### src/verilog/gp_event_consts.svh
`ifndef GP_EVENT_CONSTS_SVH
`define GP_EVENT_CONSTS_SVH

// configuration byte offsets
`define EVT_STATUS_OFS 8'h88
`define EVT_ENABLE_OFS 8'h89
`define INPUT_LEVELS_OFS 8'h8a

// field positions inside the status and enable bytes
`define POWER_FLAG_BIT 7
`define HIGH_PROG_FLAG_BIT 6
`define RSVD_FLAG_BIT 5
`define INPUT_FLAG_TOP 4

// reset values
`define EVT_STATUS_RESET 8'h00
`define EVT_ENABLE_RESET 8'h00
`define INPUT_LEVELS_RESET 5'h00

// writable bits of status and enable, readable bits of input levels
`define EVT_WRITE_MASK 8'hdf
`define INPUT_READ_MASK 8'h1f

// answer for a byte this block does not decode
`define UNMAPPED_READ 8'h00

`endif

### src/verilog/gp_event_pkg.sv
package gp_event_pkg;

  // one configuration byte
  typedef logic [7:0] cfg_byte_t;

  // byte request from the configuration space decoder
  typedef struct packed {
    logic rd;
    logic wr;
    cfg_byte_t addr;
    cfg_byte_t wdata;
  } cfg_req_t;

  // read answer, valid one cycle after the read strobe
  typedef struct packed {
    logic valid;
    cfg_byte_t data;
  } cfg_rsp_t;

endpackage : gp_event_pkg

### src/verilog/general_purpose_event_logic.sv
// What this block does
// software power change sets bit 7
// 12 V request change sets bit 6
// input level change sets bits 4..0
// only global reset clears status, enable
// bit 5 reads zero, ignores writes
// enabled pending flag signals event output
// input register shows live levels 4..0
// input bits 7..5 zero, writes discarded
// write one clears flag, event wins
// event output active low level
`timescale 1ns/100ps
`default_nettype none
`include "gp_event_consts.svh"

module general_purpose_event_logic
  import gp_event_pkg::*;
#(
  parameter int INPUT_COUNT = 5
) (
  // clock, global reset, clock enable
  input wire logic sys_clk,
  input wire logic reset_n,
  input wire logic clkEn,
  // configuration byte access
  input wire cfg_req_t cfgReq,
  output cfg_rsp_t cfgRsp,
  // multipurpose terminals, sampled as synchronous inputs
  input wire logic multipurposeTerminal5,
  input wire logic multipurposeTerminal4,
  input wire logic multipurposeTerminal2,
  input wire logic multipurposeTerminal1,
  input wire logic multipurposeTerminal0,
  // which flag bits 4..0 have their terminal routed as an input
  input wire logic [4:0] terminalIsInput,
  // socket power side: software write pulse and 12 V request level
  input wire logic socketPowerWrite,
  input wire logic vppRequest12V,
  // system event output
  output logic systemEventOut_n
);

  ////////////////////////////////////////////////////////////////////////////
  // elaboration check: flag layout is fixed at five inputs
  generate
    if (INPUT_COUNT != 5) begin : g_bad_count
      $error("general_purpose_event_logic: only five inputs are served");
    end
  endgenerate

  ////////////////////////////////////////////////////////////////////////////
  // input terminals
  logic [4:0] terminalPins; // packed in flag-bit order
  logic [4:0] levelNow; // registered levels
  logic [4:0] inChange; // change pulses, already gated by clkEn

  // bit 4 is terminal 5, bit 3 terminal 4, then 2, 1, 0
  assign terminalPins = {multipurposeTerminal5, multipurposeTerminal4, multipurposeTerminal2,
                         multipurposeTerminal1, multipurposeTerminal0};

  gp_input_watch #(
    .WIDTH(INPUT_COUNT)
  ) u_watch (
    .sys_clk(sys_clk),
    .reset_n(reset_n),
    .clkEn(clkEn),
    .pins(terminalPins),
    .isInput(terminalIsInput),
    .level(levelNow),
    .change(inChange)
  );

  ////////////////////////////////////////////////////////////////////////////
  // 12 V request edge detect
  logic vppPrev_q; // last request level
  logic vppPrev_d;
  logic vppPrimed_q; // avoids a false edge right after reset
  logic vppPrimed_d;
  logic vppChange; // request moved into or out of 12 V

  // next values
  always_comb begin
    vppPrev_d = vppPrev_q;
    vppPrimed_d = vppPrimed_q;
    if (clkEn) begin
      vppPrev_d = vppRequest12V;
      vppPrimed_d = 1'b1;
    end
  end

  // registers
  always_ff @(posedge sys_clk or negedge reset_n) begin
    if (!reset_n) begin
      vppPrev_q <= 1'b0;
      vppPrimed_q <= 1'b0;
    end else begin
      vppPrev_q <= vppPrev_d;
      vppPrimed_q <= vppPrimed_d;
    end
  end

  // into or out of 12 V
  assign vppChange = clkEn & vppPrimed_q & (vppRequest12V ^ vppPrev_q);

  ////////////////////////////////////////////////////////////////////////////
  // status, enable and read answer
  cfg_byte_t status_q; // sticky event flags
  cfg_byte_t status_d;
  cfg_byte_t enable_q; // per-flag event enables
  cfg_byte_t enable_d;
  cfg_rsp_t rsp_q; // registered read answer
  cfg_rsp_t rsp_d;
  logic eventN_q; // event output, low while an enabled flag is pending
  logic eventN_d;
  cfg_byte_t events; // this cycle's hardware set requests
  logic wrStatus; // write strobe hits status
  logic wrEnable; // write strobe hits enable

  assign wrStatus = clkEn & cfgReq.wr & (cfgReq.addr == `EVT_STATUS_OFS);
  assign wrEnable = clkEn & cfgReq.wr & (cfgReq.addr == `EVT_ENABLE_OFS);

  // software power change
  assign events = {clkEn & socketPowerWrite, vppChange, 1'b0, inChange};

  // next values; a write to the input register matches nothing that stores
  always_comb begin
    status_d = status_q;
    enable_d = enable_q;
    rsp_d = '0;
    // write one clears
    if (wrStatus) begin
      status_d = status_q & ~cfgReq.wdata;
    end
    // set wins clear, so an event in the clear cycle survives
    status_d = status_d | events;
    // reserved bit held
    status_d = status_d & `EVT_WRITE_MASK;
    if (wrEnable) begin
      enable_d = cfgReq.wdata & `EVT_WRITE_MASK;
    end
    // a stopped clock enable holds the read answer as well, so no state moves while it is low
    if (!clkEn) begin
      rsp_d = rsp_q;
    end
    // reads return the value before any same-cycle write
    if (clkEn && cfgReq.rd) begin
      rsp_d.valid = 1'b1;
      if (cfgReq.addr == `EVT_STATUS_OFS) begin
        rsp_d.data = status_q;
      end else if (cfgReq.addr == `EVT_ENABLE_OFS) begin
        rsp_d.data = enable_q;
      end else if (cfgReq.addr == `INPUT_LEVELS_OFS) begin
        // live levels, upper zero
        rsp_d.data = {3'h0, levelNow} & `INPUT_READ_MASK;
      end else begin
        // bytes outside this block answer zero
        rsp_d.data = `UNMAPPED_READ;
      end
    end
    // enabled flag drives low
    eventN_d = ~|(status_d & enable_d);
  end

  // only global reset clears
  always_ff @(posedge sys_clk or negedge reset_n) begin
    if (!reset_n) begin
      status_q <= `EVT_STATUS_RESET;
      enable_q <= `EVT_ENABLE_RESET;
      rsp_q <= '0;
      eventN_q <= 1'b1;
    end else begin
      status_q <= status_d;
      enable_q <= enable_d;
      rsp_q <= rsp_d;
      eventN_q <= eventN_d;
    end
  end

  assign cfgRsp = rsp_q;
  assign systemEventOut_n = eventN_q;
endmodule : general_purpose_event_logic

`default_nettype wire

### src/verilog/gp_input_watch.sv
`timescale 1ns/100ps
`default_nettype none

module gp_input_watch #(
  parameter int WIDTH = 5
) (
  // clock and reset
  input wire logic sys_clk,
  input wire logic reset_n,
  input wire logic clkEn,
  // terminal levels and their routing
  input wire logic [WIDTH-1:0] pins,
  input wire logic [WIDTH-1:0] isInput,
  // registered level and change pulse
  output logic [WIDTH-1:0] level,
  output logic [WIDTH-1:0] change
);

  ////////////////////////////////////////////////////////////////////////////
  // elaboration check
  generate
    if (WIDTH < 1 || WIDTH > 8) begin : g_bad_width
      $error("gp_input_watch: width must be 1 to 8");
    end
  endgenerate

  logic [WIDTH-1:0] level_q; // last sampled pin levels
  logic [WIDTH-1:0] level_d;
  logic primed_q; // first sample taken since reset
  logic primed_d;

  ////////////////////////////////////////////////////////////////////////////
  // next values: sample every enabled cycle
  always_comb begin
    level_d = level_q;
    primed_d = primed_q;
    if (clkEn) begin
      level_d = pins;
      primed_d = 1'b1;
    end
  end

  // registers; primed_q stays low until the first sample, so the first sample is not a change
  always_ff @(posedge sys_clk or negedge reset_n) begin
    if (!reset_n) begin
      level_q <= '0;
      primed_q <= 1'b0;
    end else begin
      level_q <= level_d;
      primed_q <= primed_d;
    end
  end

  ////////////////////////////////////////////////////////////////////////////
  // per-bit change: only terminals routed as inputs count
  genvar k;
  generate
    for (k = 0; k < WIDTH; k++) begin : g_bit
      // level change detect
      assign change[k] = clkEn & primed_q & isInput[k] & (pins[k] ^ level_q[k]);
    end
  endgenerate

  assign level = level_q;

endmodule : gp_input_watch

`default_nettype wire

### config.mk
export PLATFORM = sky130hd
export DESIGN_NAME = general_purpose_event_logic
export DESIGN_NICKNAME = d
export VERILOG_FILES = /design/src/verilog/gp_event_pkg.sv /design/src/verilog/general_purpose_event_logic.sv /design/src/verilog/gp_input_watch.sv
export VERILOG_INCLUDE_DIRS = /design/src /design/src/verilog
export SDC_FILE = /design/constraint.sdc
export NUM_CORES = 1
export LEC_CHECK = 0
export ABC_AREA = 1
export BUFFER_PORTS_ARGS = -buffer_cell sky130_fd_sc_hd__buf_2
export CAP_MARGIN = 30
export CORE_AREA = 2 2 73 75
export DETAILED_ROUTE_END_ITERATION = 6
export DIE_AREA = 0 0 75 77
export PLACE_DENSITY = 0.54
export SLEW_MARGIN = 40
export SYNTH_ARGS = -nofsm -noshare
export SYNTH_HDL_FRONTEND = slang
export SYNTH_HIERARCHICAL = 1
export SYNTH_SLANG_ARGS = --single-unit
### constraint.sdc
create_clock -name sys_clk -period 1.3 [get_ports sys_clk]
set_input_delay 0.13 -clock sys_clk [delete_from_list [all_inputs] [get_ports sys_clk]]
set_output_delay 0.13 -clock sys_clk [all_outputs]
set_load 0.01 [all_outputs]
==> impl_metrics.ini <==
[worst_setup_path]
worstReg2RegEnd = systemEventOut_n$_DFF_PN1_
cp_data_required_time_ps = 1520
timing.rr.start = u_watch/level[2]$_DFFE_PN0P_
cpLargestDelayFamily = simple AND/OR/NAND/NOR gates
crit_type = reg2reg
timing.critical_path.mode_cell = sky130_fd_sc_hd__nand2_1
crit_arrival_ps = 1380
timing.critical_path.fanout_max = 3
rr_worst_depth = 10
critical_path.startpoint_type = register
worstPathCellList = inv_1 -> nand2_1 -> nand2_1 -> nor2_1 -> nand3b_1 -> nand2_1 -> nand2_1 -> inv_2 -> nand2_2 -> nor2_2
slowest_stage_cell_cp = sky130_fd_sc_hd__dfrtp_1
reg2reg_slack_ps = 140
cp.buffers_inverters = 2
max_stage_delay_ps = 420
crit_cells = 10
setup.worst_path.end_class = register
timing_endpoint_of_the_critical_path = systemEventOut_n$_DFF_PN1_
worstSetupStartpoint = u_watch/level[2]$_DFFE_PN0P_

[sta]
final-setup-viol-count = 0
final.setup.tns_ps = 0
hold_violation_total_from_the_final_report = 0
finalMaxSlewViolations = 0
setup_slack_ps = 143
finalCritPeriodShare_pct = 89.0
grt_setup_unrepaired = no
final_period_minus_worst_setup_slack_ps = 1160
fmaxAchievable_mhz = 864
fin_worst_skew_ps = 8.95

[power_and_ir_drop]
power_density_nw_per_um2 = 1010
power.clock.fraction_pct = 42.0
ir_drop_mv = 0.434
seq_power_share_pct = 46.0
logic_gate_share_of_total_power_pct = 12.0
cellInternalPower_mw = 1.69
p_leak_nw = 1.17
switching_power_mw = 0.536
sw_frac_of_total_pct = 24.1

[drt]
detail_route.wl_per_cell_um = 11.1
drt_first_iter_violations = 48
drc = 0
dr.pass1.iters = 4
num_vias = 1508
avgViaCountPerCell = 4.27
detail_route.wirelength_mm = 3.91
post_route_antenna_net_violation_count = 0

[cts]
worst_skew_pair_latency_ps = 280
clock_path_buffers = 2
clock_sink_count = 31
h-tree-depth = 2
clk_root_buf = sky130_fd_sc_hd__clkbuf_8
clk_transition_reported_paths_ps = 70
cts_buffers = 5
cts_tree = built

[die]
dieWidth_um = 75
io_pins = 43
die-height_um = 77
core_area_sq_um = 4980
floorplan.initialDensity_pct = 33.8
row_count = 26
area_of_the_die_sq_um = 5780

[finish]
antenna_cells = 0
drive_gt1_share_pct = 32.5
layout.nets = 315
fillerInstances = 538
syn_to_final_growth_pct = 30.7
postLayoutCoreUtil_pct = 44.1

[logic_synthesis]
synthesis.instances = 219
asyncSetResetFlopFracSynth_pct = 100
syn_nets = 252
synthDominantAreaCellType = sky130_fd_sc_hd__dfrtp_1
post_synth_edffs = 0
synth.top_cells.by_area = sky130_fd_sc_hd__dfrtp_1, sky130_fd_sc_hd__nand2_1, sky130_fd_sc_hd__inv_1
synth_flop_cell = sky130_fd_sc_hd__dfrtp_1
synth.lib_cells_used.distinct = 27
synth-seq-area-share_pct = 46.2
synth.ff_latch_count = 31
synth.avg_cell_area_sq_um = 7.67
synth.cell_area_sq_um = 1680
leading_cell_type_by_number_of_instances_after_synthesis = sky130_fd_sc_hd__nand2_1
yosys_warnings = 6
synthTopCellsByCount = sky130_fd_sc_hd__nand2_1, sky130_fd_sc_hd__dfrtp_1, sky130_fd_sc_hd__inv_1, sky130_fd_sc_hd__o21ai_0, sky130_fd_sc_hd__nand3_1
post-synth-top-area-fraction_pct = 44.7

[run_status]
run_status = completed

[grt]
grt_antenna_before_repair = 0
grt_pass1_wl_mm = 6.60
grt_usage_pct = 15.0
grt_overflow = 0
via_count_of_the_first_global_routing_pass = 1430
grt_start_max_net_pins = 32

[place]
hpwl_mm = 3.07
placer_congestion = 0.804
port_buffers = 40
detailedPlace.worstSlack_ps = -43.6

[run]
drv_cap = 0

[hold_path]
worst_hold_startpoint = socketPowerWrite
min-delay-path-class = in2reg
==> placed cells by master (no fill, tap or decap), types with 2 or more instances in the layout <==
| cell type | Yosys | routed |
|---|---|---|
| sky130_fd_sc_hd__nand3_1 | 13 | 13 |
| sky130_fd_sc_hd__nand2_1 | 65 | 64 |
| sky130_fd_sc_hd__inv_2 | 2 | 4 |
| sky130_fd_sc_hd__clkbuf_8 | 0 | 5 |
| sky130_fd_sc_hd__nand3b_1 | 3 | 3 |
| sky130_fd_sc_hd__a31oi_1 | 4 | 4 |
| sky130_fd_sc_hd__o21ai_1 | 10 | 10 |
| sky130_fd_sc_hd__a21oi_1 | 2 | 2 |
| sky130_fd_sc_hd__o21ai_0 | 14 | 14 |
| sky130_fd_sc_hd__nand2_2 | 11 | 12 |
| sky130_fd_sc_hd__nor2_1 | 12 | 11 |
| sky130_fd_sc_hd__or2_2 | 2 | 2 |
| sky130_fd_sc_hd__clkinv_1 | 3 | 2 |
| sky130_fd_sc_hd__dfrtp_1 | 30 | 29 |
| sky130_fd_sc_hd__nand4_1 | 4 | 4 |
| sky130_fd_sc_hd__buf_2 | 0 | 40 |
| sky130_fd_sc_hd__inv_1 | 29 | 28 |
| sky130_fd_sc_hd__buf_4 | 2 | 19 |
| sky130_fd_sc_hd__nor2_4 | 2 | 2 |
| sky130_fd_sc_hd__clkbuf_1 | 0 | 2 |
==> flip-flops by register name, indices dropped and copies added (netlist names) <==
signal,flops
vppPrimed_q,1
vppPrev_q,1
u_watch/level,5
cfgRsp,8
u_watch/primed_q,1
status_q,7
systemEventOut_n,1
enable_q,7
==> power by group through the flow <==
stage / Combinational [mW] / Clock [mW] / Sequential (mW)
final: 0.267 / 0.934 / 1.02
after global routing: 0.311 / 0.997 / 1.03
after CTS: 0.260 / 0.961 / 1.03
after detailed placement: 0.257 / 0 / 1.04
after global placement: 0.253 / 0 / 1.04
after floorplan: 0.129 / 0 / 1.04
==> cell type report <==
cell class              instances  area [sq um]  share of cell area, %
clock buffers                   7          76.3                   3.48
clock inverters                 1          30.0                   1.37
inverters                      35           133                   6.04
multi-input cells             149           738                   33.6
flip-flops and latches         31           778                   35.4
well taps                      70          87.6                   3.99
repair buffers                 60           353                   16.1
==> worst register-to-register path: stages (launching register included) <==
cell and delay (ps):
sky130_fd_sc_hd__dfrtp_1 420, sky130_fd_sc_hd__inv_1 80, sky130_fd_sc_hd__nand2_1 50, sky130_fd_sc_hd__nand2_1 50, sky130_fd_sc_hd__nor2_1 40, sky130_fd_sc_hd__nand3b_1 160, sky130_fd_sc_hd__nand2_1 70, sky130_fd_sc_hd__nand2_1 60
sky130_fd_sc_hd__inv_2 50, sky130_fd_sc_hd__nand2_2 40, sky130_fd_sc_hd__nor2_2 90
==> per-stage QoR <==
stage	cell area, sq um	total power [mW]	std cells	hold slack [ps]
floorplan	1680	1.17	219	-166
global placement	2050	1.30	341	172
detailed placement	2050	1.30	341	174
CTS	2170	2.25	350	72.6
global route	2200	2.34	353	89.8
finish	2200	2.23	353	81.9
==> cells by family (layout without fill, tap and decap cells) <==
| logic type | Yosys count | count (layout) | share of synthesized area, % |
|---|---|---|---|
| buffers and inverters | 39 | 103 | 10.1 |
| flip-flops | 31 | 31 | 46.2 |
| other | 1 | 1 | 0.223 |
| AND/OR/NAND/NOR | 117 | 117 | 33.7 |
| AO/OA/AOI/OAI | 31 | 31 | 9.75 |
==> repair_timing <==
item	4_1_cts	5_1_grt
hold buffers	1	0
endpoints found under the hold margin	30	0
gates resized for setup	0	5
endpoints found under the setup margin	0	1
buffers inserted	0	3
==> layer usage <==
metal / wire length, um / vias to the layer above / part of all wire (%) / global-route usage (%)
met3: 155 / 5 / 4.0 / 3.15
li1: - / 815 / - / -
met4: 57 / 0 / 1.5 / 5.89
met1: 1870 / 663 / 48 / 20.4
met5: 0 / - / 0 / 0
met2: 1820 / 25 / 47 / 23.1
==> worst min-delay path by stage <==
stage	slack (ps)	to	cells past startpoint
2_1_floorplan	-170	cfgRsp[0]$_DFFE_PN0P_	0
3_3_place_gp	170	vppPrev_q$_DFFE_PN0P_	2
3_5_place_dp	170	vppPrev_q$_DFFE_PN0P_	2
4_1_cts	70	status_q[7]$_DFF_PN0_	3
5_1_grt	90	enable_q[0]$_DFF_PN0_	3
6_report	80	status_q[7]$_DFF_PN0_	3
No activity file was read; power rests on OpenSTA's default activity.
